--- src/design/sfq_pkg.sv ---
package sfq_pkg;

  // ------------------------------------------------------------------
  // Capacity limits and register map
  // ------------------------------------------------------------------
  localparam int          SFQ_DEPTH_MIN  = 16;
  localparam int          SFQ_DEPTH_MAX  = 4194304;
  localparam int          SFQ_APB_AW     = 12;
  localparam logic [11:0] SFQ_OFS_CTRL   = 12'h000;
  localparam logic [11:0] SFQ_OFS_STAT   = 12'h004;
  localparam logic [11:0] SFQ_OFS_COUNT  = 12'h008;
  localparam logic [11:0] SFQ_OFS_DEPTH  = 12'h00C;

  // ------------------------------------------------------------------
  // Field positions and values after reset
  // ------------------------------------------------------------------
  localparam int          SFQ_CTRL_FLUSH = 0;
  localparam int          SFQ_CTRL_HOLD  = 1;
  localparam int          SFQ_STAT_EMPTY = 0;
  localparam int          SFQ_STAT_FULL  = 1;
  localparam int          SFQ_STAT_HOLD  = 2;
  localparam logic        SFQ_HOLD_RST   = 1'b0;
  localparam logic [31:0] SFQ_RDATA_RST  = 32'h0000_0000;

  // ------------------------------------------------------------------
  // Types
  // ------------------------------------------------------------------
  typedef struct packed {
    logic                  psel;
    logic                  penable;
    logic                  pwrite;
    logic [SFQ_APB_AW-1:0] paddr;
    logic [31:0]           pwdata;
  } sfq_apb_req_type;

  typedef enum logic [1:0] {
    SFQ_APB_IDLE = 2'b01,
    SFQ_APB_RESP = 2'b10
  } sfq_apb_state_type;

endpackage

--- src/design/sfq_store.sv ---
`timescale 1ns/1ps
`default_nettype none

module sfq_store #(
  parameter int WIDTH = 8,
  parameter int DEPTH = 16,
  parameter int AW    = 4
) (
  input  wire logic             i_mclk,
  input  wire logic             i_we,
  input  wire logic [AW-1:0]    i_waddr,
  input  wire logic [WIDTH-1:0] i_wdata,
  input  wire logic [AW-1:0]    i_raddr,
  output logic      [WIDTH-1:0] o_rdata
);

  logic [WIDTH-1:0] mem [DEPTH];

  always_ff @(posedge i_mclk) begin
    if (i_we) begin
      mem[i_waddr] <= i_wdata;
    end
  end

  // ------------------------------------------------------------------
  // Registered read, write-first
  // ------------------------------------------------------------------
  // The bypass lets a word written into an empty queue show at the
  // output one edge later, without an extra prefetch stage.
  always_ff @(posedge i_mclk) begin
    if (i_we && (i_waddr == i_raddr)) begin
      o_rdata <= i_wdata;
    end else begin
      o_rdata <= mem[i_raddr];
    end
  end

endmodule // sfq_store

`default_nettype wire

--- src/design/sfq_queue.sv ---
`timescale 1ns/1ps
`default_nettype none

// Function
// - Transfer only when valid and ready high
// - Write ready only when a word fits
// - Requested depth parameter, sixteen to four mebiwords
// - Built depth reported as derived parameter
// - Payload width is whole bytes
// - Strobe: one bit per byte, LSB first
// - Keep: one bit per byte, same order
// - Last flag travels with its word
// - Dest, id, user travel with word
// - Optional global reset empties queue
// - Occupancy count never below stored words
// - Write shows in count next edge
// - Count is log2 depth plus one wide
// - One clock; block or distributed storage
// - Read side shows oldest word
module sfq_queue
  import sfq_pkg::*;
#(
  parameter int DEPTH      = 16,
  parameter int DATA_BYTES = 4,
  parameter int DEST_W     = 4,
  parameter int ID_W       = 4,
  parameter int USER_W     = 8,
  parameter bit USE_STRB   = 1'b1,
  parameter bit USE_KEEP   = 1'b1,
  parameter bit USE_LAST   = 1'b1,
  parameter bit USE_DEST   = 1'b1,
  parameter bit USE_ID     = 1'b1,
  parameter bit USE_USER   = 1'b1,
  parameter bit USE_ARST   = 1'b1,
  parameter bit USE_COUNT  = 1'b1,
  parameter bit MEM_BLOCK  = 1'b1,
  // Derived values, not meant to be overridden
  parameter int ACT_DEPTH  = MEM_BLOCK ? (1 << $clog2(DEPTH)) : DEPTH,
  parameter int CW         = $clog2(ACT_DEPTH) + 1
) (
  input  wire logic                    i_mclk,
  input  wire logic                    i_srst,
  input  wire logic                    i_arestn,
  input  wire sfq_apb_req_type         i_apb,
  output logic     [31:0]              o_prdata,
  output logic                         o_pready,
  output logic                         o_pslverr,
  input  wire logic                    i_s_tvalid,
  output logic                         o_s_tready,
  input  wire logic [DATA_BYTES*8-1:0] i_s_tdata,
  input  wire logic [DATA_BYTES-1:0]   i_s_tstrb,
  input  wire logic [DATA_BYTES-1:0]   i_s_tkeep,
  input  wire logic                    i_s_tlast,
  input  wire logic [DEST_W-1:0]       i_s_tdest,
  input  wire logic [ID_W-1:0]         i_s_tid,
  input  wire logic [USER_W-1:0]       i_s_tuser,
  output logic                         o_m_tvalid,
  input  wire logic                    i_m_tready,
  output logic     [DATA_BYTES*8-1:0]  o_m_tdata,
  output logic     [DATA_BYTES-1:0]    o_m_tstrb,
  output logic     [DATA_BYTES-1:0]    o_m_tkeep,
  output logic                         o_m_tlast,
  output logic     [DEST_W-1:0]        o_m_tdest,
  output logic     [ID_W-1:0]          o_m_tid,
  output logic     [USER_W-1:0]        o_m_tuser,
  output logic     [CW-1:0]            o_data_count
);

  // ------------------------------------------------------------------
  // Derived sizes
  // ------------------------------------------------------------------
  localparam int             DW   = DATA_BYTES * 8;
  localparam int             AW   = $clog2(ACT_DEPTH);
  localparam int             WW   = DW + 2 * DATA_BYTES + 1 + DEST_W + ID_W + USER_W;
  localparam logic [AW-1:0]  LAST = AW'(ACT_DEPTH - 1);
  localparam logic [CW-1:0]  FULL = CW'(ACT_DEPTH);

  // ------------------------------------------------------------------
  // Declarations
  // ------------------------------------------------------------------
  logic              push;
  logic              pop;
  logic              clear;
  logic              flush_reg;
  logic              hold_reg;
  logic              hold_next;
  logic              offer_reg;
  logic              valid_reg;
  logic              ready_reg;
  logic [CW-1:0]     count_reg;
  logic [CW-1:0]     count_next;
  logic [AW-1:0]     wptr_reg;
  logic [AW-1:0]     rptr_reg;
  logic [AW-1:0]     rptr_next;
  logic [WW-1:0]     wr_word;
  logic [WW-1:0]     rd_word;
  logic [31:0]       rd_val;
  logic              rd_err;
  logic              apb_done;
  sfq_apb_state_type apb_state_reg;

  function automatic logic [AW-1:0] ptr_inc(input logic [AW-1:0] p);
    ptr_inc = (p == LAST) ? '0 : p + 1'b1;
  endfunction

  // ------------------------------------------------------------------
  // Handshakes and clear
  // ------------------------------------------------------------------
  assign push  = i_s_tvalid & ready_reg;
  assign pop   = offer_reg & i_m_tready;
  assign clear = i_srst | (USE_ARST & ~i_arestn) | flush_reg;

  always_comb begin
    count_next = count_reg;
    unique case ({push, pop})
      2'b10:   count_next = count_reg + 1'b1;
      2'b01:   count_next = count_reg - 1'b1;
      default: count_next = count_reg;
    endcase
  end

  assign rptr_next = pop ? ptr_inc(rptr_reg) : rptr_reg;

  // ------------------------------------------------------------------
  // Occupancy and pointers
  // ------------------------------------------------------------------
  always_ff @(posedge i_mclk) begin
    if (clear) begin
      count_reg <= '0;
    end else begin
      count_reg <= count_next;
    end
  end

  always_ff @(posedge i_mclk) begin
    if (clear) begin
      wptr_reg <= '0;
      rptr_reg <= '0;
    end else begin
      if (push) begin
        wptr_reg <= ptr_inc(wptr_reg);
      end
      rptr_reg <= rptr_next;
    end
  end

  // Flags are registered from count_next so the ports need no logic.
  // Hold is folded into the offer a cycle early, so read valid is a flop.
  always_ff @(posedge i_mclk) begin
    if (clear) begin
      valid_reg <= 1'b0;
      ready_reg <= 1'b0;
      offer_reg <= 1'b0;
    end else begin
      valid_reg <= (count_next != '0);
      ready_reg <= (count_next != FULL);
      offer_reg <= (count_next != '0) & ~hold_next;
    end
  end

  // ------------------------------------------------------------------
  // Storage
  // ------------------------------------------------------------------
  // Disabled sidebands store zero so synthesis can trim those bits.
  assign wr_word = {USE_LAST ? i_s_tlast : 1'b0,
                    USE_USER ? i_s_tuser : {USER_W{1'b0}},
                    USE_ID   ? i_s_tid   : {ID_W{1'b0}},
                    USE_DEST ? i_s_tdest : {DEST_W{1'b0}},
                    USE_KEEP ? i_s_tkeep : {DATA_BYTES{1'b0}},
                    USE_STRB ? i_s_tstrb : {DATA_BYTES{1'b0}},
                    i_s_tdata};

  sfq_store #(
    .WIDTH (WW),
    .DEPTH (ACT_DEPTH),
    .AW    (AW)
  ) u_store (
    .i_mclk  (i_mclk),
    .i_we    (push),
    .i_waddr (wptr_reg),
    .i_wdata (wr_word),
    .i_raddr (rptr_next),
    .o_rdata (rd_word)
  );

  assign {o_m_tlast, o_m_tuser, o_m_tid, o_m_tdest,
          o_m_tkeep, o_m_tstrb, o_m_tdata} = rd_word;

  assign o_s_tready   = ready_reg;
  assign o_m_tvalid   = offer_reg;
  assign o_data_count = USE_COUNT ? count_reg : '0;

  // ------------------------------------------------------------------
  // APB slave
  // ------------------------------------------------------------------
  always_comb begin
    rd_val = SFQ_RDATA_RST;
    rd_err = 1'b0;
    unique case (i_apb.paddr)
      SFQ_OFS_CTRL:  rd_val[SFQ_CTRL_HOLD] = hold_reg;
      SFQ_OFS_STAT: begin
        rd_val[SFQ_STAT_EMPTY] = ~valid_reg;
        rd_val[SFQ_STAT_FULL]  = ~ready_reg;
        rd_val[SFQ_STAT_HOLD]  = hold_reg;
      end
      SFQ_OFS_COUNT: rd_val[CW-1:0] = count_reg;
      SFQ_OFS_DEPTH: rd_val = 32'(ACT_DEPTH);
      default:       rd_err = 1'b1;
    endcase
  end

  // One wait state: pready rises the cycle after the access phase opens
  assign apb_done = (apb_state_reg == SFQ_APB_RESP) & i_apb.psel & i_apb.penable;

  always_ff @(posedge i_mclk) begin
    if (i_srst) begin
      apb_state_reg <= SFQ_APB_IDLE;
      o_pready      <= 1'b0;
      o_prdata      <= SFQ_RDATA_RST;
      o_pslverr     <= 1'b0;
    end else begin
      unique case (apb_state_reg)
        SFQ_APB_IDLE: begin
          if (i_apb.psel && i_apb.penable) begin
            apb_state_reg <= SFQ_APB_RESP;
            o_pready      <= 1'b1;
            o_prdata      <= i_apb.pwrite ? SFQ_RDATA_RST : rd_val;
            o_pslverr     <= rd_err;
          end
        end
        SFQ_APB_RESP: begin
          apb_state_reg <= SFQ_APB_IDLE;
          o_pready      <= 1'b0;
          o_prdata      <= SFQ_RDATA_RST;
          o_pslverr     <= 1'b0;
        end
      endcase
    end
  end

  always_comb begin
    hold_next = hold_reg;
    if (apb_done && i_apb.pwrite && (i_apb.paddr == SFQ_OFS_CTRL)) begin
      hold_next = i_apb.pwdata[SFQ_CTRL_HOLD];
    end
  end

  // Flush is a one-cycle pulse; hold stalls only the read side
  always_ff @(posedge i_mclk) begin
    if (i_srst) begin
      flush_reg <= 1'b0;
      hold_reg  <= SFQ_HOLD_RST;
    end else begin
      flush_reg <= 1'b0;
      hold_reg  <= hold_next;
      if (apb_done && i_apb.pwrite && (i_apb.paddr == SFQ_OFS_CTRL)) begin
        flush_reg <= i_apb.pwdata[SFQ_CTRL_FLUSH];
      end
    end
  end

  // ------------------------------------------------------------------
  // Assertions
  // ------------------------------------------------------------------
  logic [DW-1:0] head_seen_reg;
  logic          head_held_reg;

  always_ff @(posedge i_mclk) begin
    head_seen_reg <= o_m_tdata;
    head_held_reg <= o_m_tvalid & ~i_m_tready & ~clear;
  end
endmodule // sfq_queue

`default_nettype wire

--- config.mk ---
export PLATFORM = sky130hd
export DESIGN_NAME = sfq_queue
export DESIGN_NICKNAME = d
export VERILOG_FILES = /design/src/design/sfq_pkg.sv /design/src/design/sfq_store.sv /design/src/design/sfq_queue.sv
export SDC_FILE = /design/constraint.sdc
export NUM_CORES = 1
export LEC_CHECK = 0
export BUFFER_PORTS_ARGS = -buffer_cell sky130_fd_sc_hd__buf_2
export CAP_MARGIN = 20
export CORE_ASPECT_RATIO = 0.9
export CORE_MARGIN = 4
export CORE_UTILIZATION = 45
export DETAILED_ROUTE_END_ITERATION = 8
export GPL_TIMING_DRIVEN = 0
export HOLD_SLACK_MARGIN = 0.05
export SYNTH_ARGS = -nofsm -noshare
export SYNTH_HDL_FRONTEND = slang
export SYNTH_SLANG_ARGS = --single-unit
--- constraint.sdc ---
create_clock -name i_mclk -period 18.79 [get_ports i_mclk]
set_input_delay 3.758 -clock i_mclk [delete_from_list [all_inputs] [get_ports i_mclk]]
set_output_delay 3.758 -clock i_mclk [all_outputs]
set_load 0.005 [all_outputs]
==> flow_summary.ini <==
[timing]
fmaxAchievable_ghz = 0.138
slew_viol_final = 0
whs_ns = 0.459
min_period_ns = 7.26
fin_skew_ns = 0.0106
fin_crit_sh_pct = 38.6
slew_headroom_pct = 31.4
rsz0062_at_grt = false
setup_viol = 0
tightestPinTransition_ns = 1.03
fin_setup_tns_ns = 0
hold_viol_final = 0

[logic_synthesis]
synth_ff_type = edfxtp_1
ys_seq_area_share_pct = 77.3
synth-seq-cells = 942
post-synth-top-area-cell = edfxtp_1
synth.area.top_cells = edfxtp_1 (76%), mux4_2 (15%), mux4_1 (3.4%), dfxtp_1 (1.7%), buf_4 (0.64%)
syn_area_sq_mm = 0.0362
yosysUniqueCellTypes = 50
synthArstFlopShare_pct = 0
netlist_instances = 1473
synth_most_common_cell = edfxtp_1
synth_warnings = 0
yosys-top-cells-count = edfxtp_1 (912), mux4_2 (238), mux4_1 (47)
synth_edf_count = 912
synth_top_area_share_pct = 75.7
synth.avg_cell_area_sq_um = 24.6

[clock_network]
cts_hold_buf = 0
cts.sinks = 942
h-tree-depth = 3
clk_latency_ns = 0.64
postCtsSetupBuffers = 0
clockRootBuffer = clkbuf_16
cts_buffers = 94
cts_tree = yes
clk_pin_slew_worst_paths_ns = 0.06
post_cts.resized_instances = 0
cts_buffer_depth = 3

[worst_setup_path]
r2r_end = u_store.mem[0][36]
critPathLaunchType = register
critPathMaxStageDelay_ns = 0.79
reg2reg_from = o_s_tready
crit_path_max_fanout = 10
cp.depth = 5
cpMostUsedCell = clkbuf_1
rrSetupSlack_ns = 15.61
critPathArrivalTime_ns = 3.50
end_kind = output port
worstSetupPathType = register to output port
endpoint = o_m_tdata[19]
cp_num_buf_inv = 3
crit_family = buffers and inverters
cpMaxStageDelayCell = clkbuf_1
cp.required_ns = 15.03
path_cells = clkbuf_1 -> clkbuf_1 -> mux4_1 -> mux4_2 -> buf_2
r2r_cells = 8

[routing]
post-route-drc-count = 0
drtIter0Drc = 1573
wire_per_inst_um = 28.2
via_count = 16600
viasPerCell = 5.64
detail-route-antenna-nets = 0
wl_um = 82700
firstDrtPassIters = 5

[die]
fp.dieH_um = 277
dieArea_sq_mm = 0.0850
core_sq_mm = 0.0796
rows = 98
initial_utilization_pct = 45.5
io_pins = 207
die_w_um = 307

[cells_and_area]
syn2layout_area_growth_pct = 17.7
drive_above_1_share_pct = 35.0
largest_reg_flops = 912
fillers = 5997
final_cells = 2934
regMostFlops = u_store.mem
fin_nets = 1927
fin_util_pct = 53.5

[power_and_ir_drop]
sequentialPowerShare_pct = 54.4
p_total_w = 0.00425
ir_drop_mv = 0.0779
p_clk_share_pct = 42.7
p_leak_nw = 13.4
p_per_area_mw_per_mm2 = 99.7
p_switching_w = 0.000833
p_int_w = 0.00341
swShare_pct = 19.6
p_comb_share_pct = 2.8

[grt]
gr-usage-all-layers_pct = 19.6
grt_pass1_wl_um = 121000
first_global_vias = 17200
antenna_found_initial = 10
grt-ovfl-total = 0
grt_max_degree = 21

[place]
place_hpwl_um = 52000
portBuffers = 148
routabilityCongestion = 0.728
dp_cells = 2764

[flow_run]
drv_cap = 0

[hold_path]
hold_class = register to register

[status]
status = finished clean
power by group through the flow:
stage | Combinational, W | Clock (W) | Sequential [W]
global placement | 0.000114 | 0 | 0.00236
floorplan | 0.0000607 | 0 | 0.00236
finish | 0.000120 | 0.00182 | 0.00231
detailed placement | 0.000122 | 0 | 0.00236
global route | 0.000131 | 0.00194 | 0.00231
CTS | 0.000122 | 0.00185 | 0.00231
cell type report:
class / instances / area [sq um] / area share [%]
flip-flops and latches: 942 / 28000 / 65.7
multi-input cells: 450 / 7680 / 18.0
clock buffers: 116 / 2500 / 5.87
repair buffers: 216 / 1910 / 4.49
well taps: 1050 / 1310 / 3.08
plain buffers: 98 / 701 / 1.65
clock inverters: 50 / 460 / 1.08
inverters: 9 / 33.8 / 0.0793
diodes: 3 / 7.51 / 0.0176
metrics by stage:
step,setup slack (ns),cell area (sq um)
finish,11.53,42600
global route,11.35,42600
CTS,11.46,42600
detailed placement,12.11,39600
global placement,4.41,38300
floorplan,9.99,36300
cells by family (layout without fill, tap and decap cells):
family                     count (synthesis)  count (layout)  synth area share [%]
other                                      1              30                0.0104
buffers and inverters                    107             489                  2.03
adders and majority gates                  7               7                 0.242
xor gates and xnor gates                   7               7                 0.169
and+or+nand+nor                           87              87                  1.26
muxes                                    291             291                  18.4
DFF                                      942             942                  77.3
AOI/OAI and AO/OA                         31              31                 0.564
worst min-delay path: stages, from the launching register on:
cell and delay [ns]:
dfxtp_1 0.31, nand2_1 0.05, a21oi_1 0.05
routing by layer:
| layer | global-route usage (%) | vias to the layer above | wire length (um) |
|---|---|---|---|
| li1 | - | 7026 | - |
| met5 | 0 | - | 52 |
| met4 | 4.36 | 8 | 1320 |
| met1 | 27.6 | 8896 | 34800 |
| met2 | 32.1 | 522 | 41100 |
| met3 | 4.13 | 106 | 5340 |
placed cells by master, fill, tap and decap left out, types with 11 or more instances in the layout:
| master | count |
|---|---|
| clkinv_2 | 15 |
| conb_1 | 27 |
| nor2_1 | 15 |
| mux4_1 | 47 |
| buf_8 | 12 |
| buf_12 | 28 |
| edfxtp_1 | 912 |
| buf_2 | 152 |
| buf_6 | 35 |
| clkinv_1 | 19 |
| mux4_2 | 238 |
| dfxtp_1 | 30 |
| clkbuf_1 | 54 |
| clkbuf_16 | 97 |
| nor2_4 | 12 |
| nand2_1 | 19 |
| buf_4 | 34 |
| buf_16 | 11 |
worst min path at each step:
stage / from / end / cells after the start
finish: o_prdata[4] / o_prdata[4] / 2
global route: o_prdata[4] / o_prdata[4] / 2
CTS: o_prdata[4] / o_prdata[4] / 2
detailed placement: o_prdata[4] / o_prdata[4] / 2
global placement: o_prdata[3] / o_prdata[3] / 2
floorplan: o_prdata[3] / o_prdata[3] / 2
No activity file was read; power rests on OpenSTA's default activity.
